### config.mk
export PLATFORM = sky130hd
export DESIGN_NAME = almsc_top
export DESIGN_NICKNAME = d
export VERILOG_FILES = /design/src/rtl/almsc_pkg.sv /design/src/rtl/almsc_lock_if.sv /design/src/rtl/almsc_sync.sv /design/src/rtl/almsc_lock.sv /design/src/rtl/almsc_top.sv
export SDC_FILE = /design/constraint.sdc
export NUM_CORES = 1
export LEC_CHECK = 0
export BUFFER_PORTS_ARGS = -buffer_cell sky130_fd_sc_hd__buf_2
export CORE_AREA = 2 2 146 148
export DETAILED_ROUTE_END_ITERATION = 10
export DIE_AREA = 0 0 148 150
export GPL_TIMING_DRIVEN = 0
export PLACE_DENSITY = 0.83
export SKIP_CTS_REPAIR_TIMING = 1
export SLEW_MARGIN = 0
export SYNTH_ARGS = -nofsm -noshare
export SYNTH_HDL_FRONTEND = slang
export SYNTH_SLANG_ARGS = --single-unit
### constraint.sdc
create_clock -name clock -period 8.15 [get_ports clock]
set_clock_uncertainty 0.15 [all_clocks]
set_input_delay 1.63 -clock clock [delete_from_list [all_inputs] [get_ports clock]]
set_output_delay 1.63 -clock clock [all_outputs]
set_load 0.02 [all_outputs]
### src/rtl/almsc_pkg.sv
// Purpose: shared constants of the angle loop mode-switch correction block
// Assumes: 32-bit APB register bus, one clock
// Notes:   every offset, field position and count lives here, and the mode, interrupt and position reset values
package almsc_pkg;
	// ==========================================================
	// widths
	localparam int POS_W  = 24;
	localparam int ADDR_W = 8;
	localparam int GAP_W  = 3;

	// ==========================================================
	// register byte offsets
	localparam logic [ADDR_W-1:0] OFF_MODE   = 8'h00;
	localparam logic [ADDR_W-1:0] OFF_ENABLE = 8'h04;
	localparam logic [ADDR_W-1:0] OFF_SVAL   = 8'h08;
	localparam logic [ADDR_W-1:0] OFF_TVAL   = 8'h0C;
	localparam logic [ADDR_W-1:0] OFF_STATUS = 8'h10;
	localparam logic [ADDR_W-1:0] OFF_ISTAT  = 8'h14;
	localparam logic [ADDR_W-1:0] OFF_IMASK  = 8'h18;

	// ==========================================================
	// mode register fields
	localparam int MODE_EMERG_BIT = 0;
	localparam int MODE_SEN_BIT   = 1;
	localparam int MODE_TEN_BIT   = 2;
	localparam int MODE_W         = 3;
	localparam logic [MODE_W-1:0] MODE_RST = 3'h0;

	// enable register field
	localparam int ENABLE_BIT = 0;

	// status register fields
	localparam int STAT_LOCK_BIT   = 0;
	localparam int STAT_PEND_S_BIT = 1;
	localparam int STAT_PEND_T_BIT = 2;
	localparam int STAT_NOCORR_BIT = 3;

	// interrupt status and mask fields
	localparam int IRQ_SVAL_BIT   = 0;
	localparam int IRQ_TVAL_BIT   = 1;
	localparam int IRQ_LOST_BIT   = 2;
	localparam int IRQ_REGAIN_BIT = 3;
	localparam int IRQ_W          = 4;
	localparam logic [IRQ_W-1:0] IRQ_RST = 4'h0;

	// ==========================================================
	// position value reset and lock behaviour
	localparam logic [POS_W-1:0] POS_RST = 24'h000000;
	// gaps needed to regain lock after a direction change
	localparam logic [GAP_W-1:0] LOCK_GAPS = 3'h2;
endpackage : almsc_pkg

### src/rtl/almsc_lock_if.sv
// Purpose: carrier between the register core and the lock flag unit
// Assumes: all signals on the module clock
// Notes:   events are one-cycle pulses, the rest are levels
`timescale 1ns/1ps
interface almsc_lock_if;
	logic enable;
	logic emergency;
	logic dir_change;
	logic gap;
	logic state_slope;
	logic lock;

	modport ctrl (
		output enable,
		output emergency,
		output dir_change,
		output gap,
		output state_slope,
		input  lock
	);
	modport lock_unit (
		input  enable,
		input  emergency,
		input  dir_change,
		input  gap,
		input  state_slope,
		output lock
	);
endinterface : almsc_lock_if

### src/rtl/almsc_sync.sv
// Purpose: two-flop synchroniser for the sensor pins
// Assumes: inputs are asynchronous to clock
// Notes:   only the second stage may be read outside this module
`timescale 1ns/1ps
module almsc_sync #(
	parameter int W = 3
) (
	input  wire logic         clock,
	input  wire logic         rst_n,
	input  wire logic         ce,
	input  wire logic [W-1:0] din,
	output logic      [W-1:0] dout
);
	typedef struct packed {
		logic [W-1:0] s1;
		logic [W-1:0] s2;
	} almsc_sync_t;

	almsc_sync_t q;
	almsc_sync_t d;

	// ==========================================================
	// per-bit stages
	genvar i;
	generate
		for (i = 0; i < W; i++) begin : g_bit
			always_comb begin
				d.s1[i] = din[i];
				d.s2[i] = q.s1[i];
			end
		end
	endgenerate

	always_ff @(posedge clock) begin
		if (!rst_n) begin
			q <= '0;
		end else if (ce) begin
			q <= d;
		end
	end

	assign dout = q.s2;
endmodule : almsc_sync

### src/rtl/almsc_lock.sv
// Purpose: primary phase locked flag of the angle tracking loop
// Assumes: event inputs are one-cycle pulses on clock
// Notes:   lock is regained after LOCK_GAPS consecutive missing-state events
`timescale 1ns/1ps
module almsc_lock (
	input  wire logic  clock,
	input  wire logic  rst_n,
	input  wire logic  ce,
	almsc_lock_if.lock_unit lk
);
	typedef struct packed {
		logic                       lock;
		logic [almsc_pkg::GAP_W-1:0] gaps;
	} almsc_lock_t;

	almsc_lock_t q;
	almsc_lock_t d;
	logic [almsc_pkg::GAP_W-1:0] gaps_inc;

	// ==========================================================
	// next state
	always_comb begin
		d        = q;
		gaps_inc = q.gaps + 3'h1;
		if (!lk.enable) begin
			d.lock = 1'b0;
			d.gaps = '0;
		end else if (lk.emergency && lk.dir_change) begin
			d.lock = 1'b0;
			d.gaps = '0;
		end else if (!q.lock) begin
			if (lk.gap) begin
				if (gaps_inc == almsc_pkg::LOCK_GAPS) begin
					d.lock = 1'b1;
					d.gaps = '0;
				end else begin
					d.gaps = gaps_inc;
				end
			end else if (lk.state_slope) begin
				// a seen state breaks the run of gaps
				d.gaps = '0;
			end
		end
	end

	always_ff @(posedge clock) begin
		if (!rst_n) begin
			q <= '0;
		end else if (ce) begin
			q <= d;
		end
	end

	assign lk.lock = q.lock;
endmodule : almsc_lock

### src/rtl/almsc_top.sv
// Purpose: mode-switch position correction and lock flag of an angle loop
// Assumes: APB3 slave, single clock, measured values from the loop core
// Notes:   sensor pins are synchronised, core inputs are same-clock
//
// What this block does
// - emergency select 0 to 1: next STATE slope sets state value to measured +/- correction.
// - emergency select 1 to 0: next TRIGGER slope sets trigger value likewise.
// - after restart from disabled, the side value copies the measured value directly.
// - in emergency mode a direction change clears the primary lock flag.
// - lock flag set again after two consecutive missing-state gaps.
//
// Added by the designer: the APB slave port and the register offsets.
`timescale 1ns/1ps
module almsc_top (
	input  wire logic                       clock,
	input  wire logic                       rst_n,
	input  wire logic                       ce,
	// apb slave
	input  wire logic [almsc_pkg::ADDR_W-1:0] paddr,
	input  wire logic                       psel,
	input  wire logic                       penable,
	input  wire logic                       pwrite,
	input  wire logic [31:0]                pwdata,
	output logic      [31:0]                prdata,
	output logic                            pready,
	output logic                            pslverr,
	output logic                            irq,
	// sensor pins
	input  wire logic                       trigger_pin,
	input  wire logic                       state_pin,
	// loop core, same clock
	input  wire logic                       direction_fwd,
	input  wire logic                       missing_state_event,
	input  wire logic [almsc_pkg::POS_W-1:0] state_side_position_measured,
	input  wire logic [almsc_pkg::POS_W-1:0] trigger_side_position_measured,
	input  wire logic [almsc_pkg::POS_W-1:0] increment_counter_primary,
	input  wire logic [almsc_pkg::POS_W-1:0] state_pulse_count,
	input  wire logic [almsc_pkg::POS_W-1:0] trigger_pulse_count,
	// status towards the core
	output logic [almsc_pkg::POS_W-1:0]     state_side_position_value,
	output logic [almsc_pkg::POS_W-1:0]     trigger_side_position_value,
	output logic                            emergency_mode_select,
	output logic                            loop_enable_bit,
	output logic                            primary_phase_locked_flag
);
	typedef struct packed {
		logic [almsc_pkg::MODE_W-1:0] mode;
		logic                         en;
		logic                         pend_s;
		logic                         pend_t;
		logic                         nocorr;
		logic [almsc_pkg::POS_W-1:0]  sval;
		logic [almsc_pkg::POS_W-1:0]  tval;
		logic [almsc_pkg::IRQ_W-1:0]  ist;
		logic [almsc_pkg::IRQ_W-1:0]  imask;
		logic                         trg_d;
		logic                         sta_d;
		logic                         dir_d;
		logic                         lock_d;
		logic                         pready;
		logic                         pslverr;
		logic [31:0]                  prdata;
		logic                         irq;
	} almsc_top_t;

	almsc_top_t q;
	almsc_top_t d;

	logic [1:0]                  pins_s;
	logic                        trg_s;
	logic                        sta_s;
	logic                        trg_slope;
	logic                        sta_slope;
	logic                        lock_now;
	logic                        acc;
	logic                        wr;
	logic                        hit;
	logic                        new_emerg;
	logic [almsc_pkg::POS_W-1:0] corr_s;
	logic [almsc_pkg::POS_W-1:0] corr_t;
	logic [almsc_pkg::POS_W-1:0] sval_hw;
	logic [almsc_pkg::POS_W-1:0] tval_hw;
	logic [31:0]                 rdata;
	logic [almsc_pkg::IRQ_W-1:0] ev;
	logic [almsc_pkg::IRQ_W-1:0] w1c;

	// ==========================================================
	// pin synchronisers and lock unit
	almsc_sync #(
		.W (2)
	) u_sync (
		.clock (clock),
		.rst_n (rst_n),
		.ce    (ce),
		.din   ({trigger_pin, state_pin}),
		.dout  (pins_s)
	);

	assign trg_s = pins_s[1];
	assign sta_s = pins_s[0];

	almsc_lock_if lk ();

	almsc_lock u_lock (
		.clock (clock),
		.rst_n (rst_n),
		.ce    (ce),
		.lk    (lk.lock_unit)
	);

	assign lk.enable      = q.en;
	assign lk.emergency   = q.mode[almsc_pkg::MODE_EMERG_BIT];
	assign lk.dir_change  = q.en && (direction_fwd != q.dir_d);
	assign lk.gap         = q.en && missing_state_event;
	assign lk.state_slope = sta_slope;
	assign lock_now       = lk.lock;

	// ==========================================================
	// slopes and corrected values
	always_comb begin
		trg_slope = q.en && q.mode[almsc_pkg::MODE_TEN_BIT] && trg_s && !q.trg_d;
		sta_slope = q.en && q.mode[almsc_pkg::MODE_SEN_BIT] && sta_s && !q.sta_d;
		corr_s    = increment_counter_primary - state_pulse_count;
		corr_t    = increment_counter_primary - trigger_pulse_count;
		if (q.nocorr) begin
			sval_hw = state_side_position_measured;
			tval_hw = trigger_side_position_measured;
		end else if (direction_fwd) begin
			sval_hw = state_side_position_measured + corr_s;
			tval_hw = trigger_side_position_measured + corr_t;
		end else begin
			sval_hw = state_side_position_measured - corr_s;
			tval_hw = trigger_side_position_measured - corr_t;
		end
	end

	// ==========================================================
	// apb decode and read mux
	assign acc       = psel && penable && q.pready;
	assign wr        = acc && pwrite;
	assign new_emerg = pwdata[almsc_pkg::MODE_EMERG_BIT];

	always_comb begin
		hit   = 1'b1;
		rdata = 32'h00000000;
		unique case (paddr)
			almsc_pkg::OFF_MODE: begin
				rdata[almsc_pkg::MODE_W-1:0] = q.mode;
			end
			almsc_pkg::OFF_ENABLE: begin
				rdata[almsc_pkg::ENABLE_BIT] = q.en;
			end
			almsc_pkg::OFF_SVAL: begin
				rdata[almsc_pkg::POS_W-1:0] = q.sval;
			end
			almsc_pkg::OFF_TVAL: begin
				rdata[almsc_pkg::POS_W-1:0] = q.tval;
			end
			almsc_pkg::OFF_STATUS: begin
				rdata[almsc_pkg::STAT_LOCK_BIT]   = lock_now;
				rdata[almsc_pkg::STAT_PEND_S_BIT] = q.pend_s;
				rdata[almsc_pkg::STAT_PEND_T_BIT] = q.pend_t;
				rdata[almsc_pkg::STAT_NOCORR_BIT] = q.nocorr;
			end
			almsc_pkg::OFF_ISTAT: begin
				rdata[almsc_pkg::IRQ_W-1:0] = q.ist;
			end
			almsc_pkg::OFF_IMASK: begin
				rdata[almsc_pkg::IRQ_W-1:0] = q.imask;
			end
			default: begin
				hit = 1'b0;
			end
		endcase
	end

	// ==========================================================
	// next state
	always_comb begin
		d       = q;
		ev      = '0;
		w1c     = '0;
		d.trg_d = trg_s;
		d.sta_d = sta_s;
		d.dir_d = direction_fwd;
		d.lock_d = lock_now;

		// one wait state: setup, then two access cycles
		d.pready  = psel && penable && !q.pready;
		d.pslverr = psel && penable && !q.pready && !hit;
		if (psel && penable && !q.pready) begin
			d.prdata = pwrite ? 32'h00000000 : rdata;
		end

		// cpu writes land first so a slope update in the same cycle wins
		if (wr && hit) begin
			unique case (paddr)
				almsc_pkg::OFF_MODE: begin
					d.mode = pwdata[almsc_pkg::MODE_W-1:0];
					if (q.en && new_emerg && !q.mode[almsc_pkg::MODE_EMERG_BIT]) begin
						d.pend_s = 1'b1;
						d.pend_t = 1'b0;
						d.nocorr = 1'b0;
					end else if (q.en && !new_emerg
						&& q.mode[almsc_pkg::MODE_EMERG_BIT]) begin
						d.pend_t = 1'b1;
						d.pend_s = 1'b0;
						d.nocorr = 1'b0;
					end
				end
				almsc_pkg::OFF_ENABLE: begin
					d.en = pwdata[almsc_pkg::ENABLE_BIT];
					if (!pwdata[almsc_pkg::ENABLE_BIT]) begin
						// disabling drops any half-done switch
						d.pend_s = 1'b0;
						d.pend_t = 1'b0;
						d.nocorr = 1'b0;
					end else if (!q.en) begin
						// relies on mode being set before enable
						d.nocorr = 1'b1;
						d.pend_s = q.mode[almsc_pkg::MODE_EMERG_BIT];
						d.pend_t = !q.mode[almsc_pkg::MODE_EMERG_BIT];
					end
				end
				almsc_pkg::OFF_SVAL: begin
					d.sval = pwdata[almsc_pkg::POS_W-1:0];
				end
				almsc_pkg::OFF_TVAL: begin
					d.tval = pwdata[almsc_pkg::POS_W-1:0];
				end
				almsc_pkg::OFF_ISTAT: begin
					w1c = pwdata[almsc_pkg::IRQ_W-1:0];
				end
				almsc_pkg::OFF_IMASK: begin
					d.imask = pwdata[almsc_pkg::IRQ_W-1:0];
				end
				default: begin
				end
			endcase
		end

		// values stay put until their qualifying slope
		if (q.pend_s && sta_slope) begin
			d.sval   = sval_hw;
			d.pend_s = 1'b0;
			d.nocorr = 1'b0;
			ev[almsc_pkg::IRQ_SVAL_BIT] = 1'b1;
		end
		if (q.pend_t && trg_slope) begin
			d.tval   = tval_hw;
			d.pend_t = 1'b0;
			d.nocorr = 1'b0;
			ev[almsc_pkg::IRQ_TVAL_BIT] = 1'b1;
		end

		ev[almsc_pkg::IRQ_LOST_BIT]   = q.lock_d && !lock_now;
		ev[almsc_pkg::IRQ_REGAIN_BIT] = !q.lock_d && lock_now;

		// a new event wins over a clear in the same cycle
		d.ist = (q.ist & ~w1c) | ev;
		d.irq = |(d.ist & d.imask);
	end

	always_ff @(posedge clock) begin
		if (!rst_n) begin
			q       <= '0;
			q.mode  <= almsc_pkg::MODE_RST;
			q.sval  <= almsc_pkg::POS_RST;
			q.tval  <= almsc_pkg::POS_RST;
			q.ist   <= almsc_pkg::IRQ_RST;
			q.imask <= almsc_pkg::IRQ_RST;
		end else if (ce) begin
			q <= d;
		end
	end

	// ==========================================================
	// outputs, all from flops
	assign prdata                      = q.prdata;
	assign pready                      = q.pready;
	assign pslverr                     = q.pslverr;
	assign irq                         = q.irq;
	assign state_side_position_value   = q.sval;
	assign trigger_side_position_value = q.tval;
	assign emergency_mode_select       = q.mode[almsc_pkg::MODE_EMERG_BIT];
	assign loop_enable_bit             = q.en;
	assign primary_phase_locked_flag   = lock_now;
endmodule : almsc_top

==> results.toml, run 1 <==
[cts]
cts.sink_count = 102
cts_tree = "done"
h-tree-depth = 3
cts_root_buffer = "clkbuf_16"
clkLatencyLatePin_ns = 0.36
numCtsBuffers = 9
path_clk_slew_ns = 0.07
cts_buffer_depth = 2

[die]
core_area_um2 = 20700
ios = 256
dieArea_um2 = 22200
die_w_um = 148
die_y_um = 150
rows = 53
start_util_pct = 56.2

[yosys]
synthMuxAreaShare_pct = 2.26
synth.distinct_cells = 73
synth_compound_area_share_pct = 27.1
yosys.area_share.adder_pct = 11.6
synth_top_area_share_pct = 17.6
ys_ff_latch = 102
synth_top_cell_by_area = "dfxtp_1"
ys_seq_area_share_pct = 17.6
netlist_area_um2 = 11600
yosysWarningCount = 0
avgSynthCellArea_um2 = 7.30
synthFlopType = "dfxtp_1"
yosys.area_share.simple_pct = 22.1
synthXorXnorAreaFrac_pct = 9.34
synth_edf_count = 0
async_flop_share_pct = 0
ys_top_cells_by_area = "dfxtp_1 (18%), ha_1 (11%), xnor2_1 (6.0%), o21ai_0 (5.3%), buf_4 (5.2%)"
synthCells = 1592
synth_top_family_by_area = "compound AO/OA/AOI/OAI gates"

[sta]
slew_violations = 0
fin_crit_sh_pct = 92.5
tns_ns = 0
worst_slew_pin_slew_ns = 0.845
relSlewSlack_pct = 43.3
setup_ws_ns = 0.608
fmax_mhz = 133
rsz0062_at_grt = "no"
final-setup-viol-count = 0
final.min_clock_period_ns = 7.54
finalHoldViolCount = 0

[placed_design]
port-buffer-count = 237
placed_cell_area_um2 = 13200
hpwlAfterDp_mm = 31.5
gp_congestion = 0.986
dpl_worst_slack_ns = 0.306

[worst_setup_path]
critPathArrivalTime_ns = 7.62
crit_chain = "buf_2 -> inv_1 -> ha_1 -> inv_1 -> fa_1 -> a21o_1 -> a311o_1 -> a31o_2 -> xnor2_1 -> nand4b_1 -> or4b_1 -> nor4_1 -> nor4b_1 -> a21oi_1 -> xor2_1 -> ha_1 -> a21oi_1 -> nor2b_1 -> o31ai_1 -> xnor2_1 -> xnor2_1 -> mux2i_1 -> a21oi_1"
r2r_cells = 10
worst_path_largest_cell_delay_ns = 0.61
r2r_start = "loop_enable_bit"
cp-startpoint = "increment_counter_primary[0]"
required_ns = 8.23
start_kind = "primary input"
end_kind = "flip-flop"
crit_path_top_delay_cell = "nor4b_1"
r2r_end = "state_side_position_value[13]"
cp_max_fo = 6
reg2reg_setup_slack_ns = 4.92
path_class = "primary input to flip-flop"
endpoint = "trigger_side_position_value[23]"

[global_route]
grt_antenna_before_repair = 2
grt_pass1_vias = 11500
grt_first_pass_wirelength_mm = 59.1
grt_overflow = 0
grt_max_degree = 18
grt_use_total_pct = 33.0

[cells_and_area]
drive_gt1_share_pct = 19.2
final_cell_mix = "buf_2 (237), nand2_1 (156), o21ai_0 (124)"
design_area_um2 = 13500
area_growth_pct = 16.3
final_common_cell = "buf_2"
nNetsFinal = 2122

[power_and_ir_drop]
p_leak_nw = 6.12
power_w = 0.00204
ir_drop_v = 0.000100
power_density_nw_per_um2 = 151

[detailed_routing]
drc = 0
routedWlPerCell_um = 17.7
via_per_inst = 5.87
drt_wl_total_mm = 37.6
num_vias = 12500
drt_iter0_drc = 1081
drtAntennaViolNets = 0
drtPass1Iterations = 5

[job]
cap_violations = 0

[min_path]
min_from = "trigger_side_position_value[14]"
hold_path_class = "flip-flop to flip-flop"

[outcome]
status = "finished, final reports clean"
area by class of cell:
type / instances / area, um2
Buffer: 149 / 860
Fill cell: 1884 / 7170
Timing Repair Buffer: 237 / 1190
Antenna cell: 2 / 5.00
Sequential cell: 102 / 2040
Clock inverter: 6 / 91.3
Clock buffer: 10 / 239
Tap cell: 275 / 344
Inverter: 83 / 312
Multi-Input combinational cell: 1265 / 8440
registers in the layout (all words and copies together), names as in the netlist:
name / flops
state_side_position_value: 24
irq: 1
u_sync.dout: 2
loop_enable_bit: 1
pready: 1
u_sync.d: 2
u_lock.lk.lock: 1
prdata: 24
emergency_mode_select: 1
trigger_side_position_value: 24
q: 17
u_lock.q: 3
pslverr: 1
worst max-delay path: cells and delay by family:
kind | cells | cell delay [ns]
mux | 1 | 0.24
compound gates | 7 | 1.70
fa+ha+maj | 3 | 0.98
buf+inv | 3 | 0.22
simple gates | 5 | 1.84
xor+xnor | 4 | 1.00
Yosys cell counts, types with 4 or more instances:
| cell type | count |
|---|---|
| mux2i_1 | 24 |
| nand2b_1 | 12 |
| o21ai_0 | 124 |
| o211ai_1 | 37 |
| a21oi_1 | 116 |
| inv_1 | 83 |
| and3_1 | 22 |
| a311o_1 | 4 |
| dfxtp_1 | 102 |
| o31ai_1 | 7 |
| o311ai_0 | 4 |
| nor2b_1 | 39 |
| o21bai_1 | 11 |
| o211a_1 | 4 |
| a22oi_1 | 28 |
| nor4_1 | 6 |
| nand4b_1 | 5 |
| nor3b_1 | 5 |
| o21ai_1 | 4 |
| o31a_1 | 4 |
| o21a_1 | 14 |
| nor3_1 | 41 |
| a221oi_1 | 5 |
| a211o_1 | 8 |
| xnor2_1 | 80 |
| nor2_1 | 92 |
| or3_1 | 19 |
| fa_1 | 4 |
| a21boi_0 | 12 |
| ha_1 | 101 |
| a21o_1 | 33 |
| a211oi_1 | 25 |
| o2111ai_1 | 5 |
| a31o_2 | 5 |
| nand3_1 | 31 |
| nand3b_1 | 4 |
| and2_1 | 55 |
| clkbuf_1 | 67 |
| nand2_1 | 156 |
| a31oi_1 | 12 |
| buf_4 | 80 |
| xor2_1 | 44 |
| or2_2 | 7 |
report_power, final:
group          leakage [nW]  internal, W  switching, W
registers             0.823     0.000501    0.00000191
clock network         0.163     0.000280      0.000200
logic                  5.13     0.000448      0.000606
stage by stage:
step                      std cells  util, %  hold WS (ns)
after CTS                      2127     65.3         0.348
after detailed placement       2111     63.7         0.335
after global routing           2127     65.3         0.374
after floorplan                1599        -         0.297
after global placement         2111     63.7         0.323
final                          2129     65.3         0.341
routing by layer:
layer  track usage [%]  part of all wire (%)  vias to the layer above
met5                 0                     0                        -
met2              57.0                    46                      639
met1              42.2                    42                     5654
met3              3.41                   7.8                       99
met4              13.6                   3.9                        0
li1                  -                     -                     6110
how the worst min path moves through the flow:
| stage | endpoint | slack (ns) | cells after the start |
|---|---|---|---|
| 2_1_floorplan | trigger_side_position_value[21] | 0.30 | 2 |
| 3_3_place_gp | trigger_side_position_value[21] | 0.32 | 2 |
| 3_5_place_dp | irq | 0.34 | 2 |
| 4_1_cts | trigger_side_position_value[14] | 0.35 | 2 |
| 5_1_grt | trigger_side_position_value[21] | 0.37 | 2 |
| 6_report | trigger_side_position_value[14] | 0.34 | 2 |
logic make-up after synthesis:
family / after synthesis
simple gates: 513
compound gates: 489
buf+inv: 232
xor+xnor: 124
fa+ha+maj: 105
flops: 102
mux: 26
other cells: 1
Power figures use the tool's default switching activity.
==> run 2, diff against run 1 <==
--- a/config.mk
+++ b/config.mk
@@ -6,11 +6,11 @@
 export NUM_CORES = 1
 export LEC_CHECK = 0
 export BUFFER_PORTS_ARGS = -buffer_cell sky130_fd_sc_hd__buf_2
-export CORE_AREA = 2 2 146 148
+export CORE_AREA = 2 2 142 144
 export DETAILED_ROUTE_END_ITERATION = 10
-export DIE_AREA = 0 0 148 150
+export DIE_AREA = 0 0 144 146
 export GPL_TIMING_DRIVEN = 0
-export PLACE_DENSITY = 0.83
+export PLACE_DENSITY = 0.87
 export SKIP_CTS_REPAIR_TIMING = 1
 export SLEW_MARGIN = 0
 export SYNTH_ARGS = -nofsm -noshare
==> constraint.sdc (replaced) <==
create_clock -name clock -period 8.72 [get_ports clock]
set_clock_uncertainty 0.15 [all_clocks]
set_input_delay 1.744 -clock clock [delete_from_list [all_inputs] [get_ports clock]]
set_output_delay 1.744 -clock clock [all_outputs]
set_load 0.02 [all_outputs]
==> results.toml, run 2 (synthesis results as in run 1) <==
[power_and_ir_drop]
combPwrFrac_pct = 52.1
power.switching_w = 0.000757
power_w = 0.00189
power_frac_clock_pct = 23.0
p_leak_nw = 6.11
netSwitchingFraction_pct = 40.2
sequentialPowerShare_pct = 24.9
power_density_nw_per_um2 = 140
ir_drop_v = 0.0000949
p_int_w = 0.00113

[cells_and_area]
area_growth_pct = 16.0
drive_gt1_share_pct = 19.2
nNetsFinal = 2122
final_common_cell = "buf_2"
final_cell_mix = "buf_2 (237), nand2_1 (156), o21ai_0 (124)"

[global_route]
busiest_layer = "met2"
grt_max_degree = 18
grt_use_total_pct = 34.6
grt_overflow = 0
use_met1_pct = 44.9
grt_first_pass_wirelength_mm = 58.4
grt_use_met3_pct = 3.19
grt_antenna_before_repair = 1
grt_pass1_vias = 11500
met2_usage_pct = 58.8

[die]
ios = 256
die_y_um = 146
die_w_um = 144
rows = 51
start_util_pct = 60.1
core_area_um2 = 19300
dieArea_um2 = 21000

[worst_setup_path]
r2r_start = "loop_enable_bit"
r2r_end = "state_side_position_value[4]"
end_kind = "flip-flop"
cp_top_family = "compound AO/OA/AOI/OAI gates"
cp.buffers_inverters = 4
r2r_cells = 10
required_ns = 8.81
start_kind = "primary input"
crit_path_top_delay_cell = "a2111oi_0"
path_class = "primary input to flip-flop"
critPathArrivalTime_ns = 7.71
worst_path_largest_cell_delay_ns = 0.76
reg2reg_setup_slack_ns = 5.56
cp_max_fo = 5
cp-startpoint = "increment_counter_primary[0]"

[cts]
h-tree-depth = 3
cts_buffer_depth = 2
cts_tree = "done"
path_clk_slew_ns = 0.08
cts.sink_count = 102
cts_root_buffer = "clkbuf_16"
numCtsBuffers = 9
clkLatencyLatePin_ns = 0.35

[job]
cap_violations = 0

[detailed_routing]
drt_wl_total_mm = 37.6
drtPass1Iterations = 7
drc = 0
via_per_inst = 5.96
drt_iter0_drc = 1128
routedWlPerCell_um = 17.7
num_vias = 12600
drtAntennaViolNets = 0

[sta]
rsz0062_at_grt = "no"
slew_violations = 0
tns_ns = 0
worst_slew_pin_slew_ns = 0.880
finalHoldViolCount = 0
fmax_mhz = 131
final-setup-viol-count = 0
fin_crit_sh_pct = 87.5
final.min_clock_period_ns = 7.63
relSlewSlack_pct = 40.9

[min_path]
hold_path_end = "q[40]"
min_from = "q[40]"
hold_depth = 2
hold_path_class = "flip-flop to flip-flop"

[placed_design]
gp_congestion = 0.987
hpwlAfterDp_mm = 31.2
port-buffer-count = 237

[outcome]
status = "finished, final reports clean"
==> run 2: power by group through the flow <==
stage	logic [W]	clock network (W)	registers, W
5_1_grt	0.00108	0.000448	0.000470
3_3_place_gp	0.000936	0	0.000480
3_5_place_dp	0.000958	0	0.000480
4_1_cts	0.000963	0.000428	0.000470
2_1_floorplan	0.000729	0	0.000481
6_report	0.000983	0.000433	0.000469
==> run 2: how the worst max path moves through the flow <==
| stage | endpoint | slack, ns | depth (start not counted) |
|---|---|---|---|
| 3_5_place_dp | trigger_side_position_value[23] | 0.82 | 22 |
| 5_1_grt | trigger_side_position_value[23] | 0.55 | 25 |
| 2_1_floorplan | state_side_position_value[23] | 1.59 | 21 |
| 6_report | trigger_side_position_value[23] | 1.09 | 25 |
| 4_1_cts | trigger_side_position_value[23] | 1.15 | 25 |
| 3_3_place_gp | state_side_position_value[23] | 0.85 | 22 |
==> run 2: tightest hold or removal path, stage by stage (launching register included) <==
cell	delay (ns)
dfxtp_1	0.33
nand2_1	0.05
a21boi_0	0.07
==> run 2: metrics by stage <==
step	setup slack [ns]	hold WS (ns)	area, um2	cells	utilization (%)
6_report	1.09	0.342	13500	2118	69.8
5_1_grt	0.546	0.352	13500	2117	69.8
4_1_cts	1.15	0.343	13500	2117	69.8
3_5_place_dp	0.819	0.331	13200	2101	68.1
3_3_place_gp	0.851	0.319	13200	2101	68.1
2_1_floorplan	1.59	0.297	11700	1599	-
==> run 2: final cells by class <==
| class | count | area (um2) |
|---|---|---|
| fillers | 1633 | 5840 |
| clock inverters | 5 | 65.1 |
| repair buffers | 237 | 1190 |
| diodes | 1 | 2.50 |
| inverters | 83 | 312 |
| flip-flops and latches | 102 | 2040 |
| well taps | 265 | 332 |
| plain buffers | 149 | 860 |
| clock buffers | 11 | 253 |
| multi-input cells | 1265 | 8440 |
==> run 2: metal layers <==
layer,wire [um],up-vias
met4,1470,0
met2,17400,705
met1,15500,5712
met5,0,-
met3,3230,100
li1,-,6111
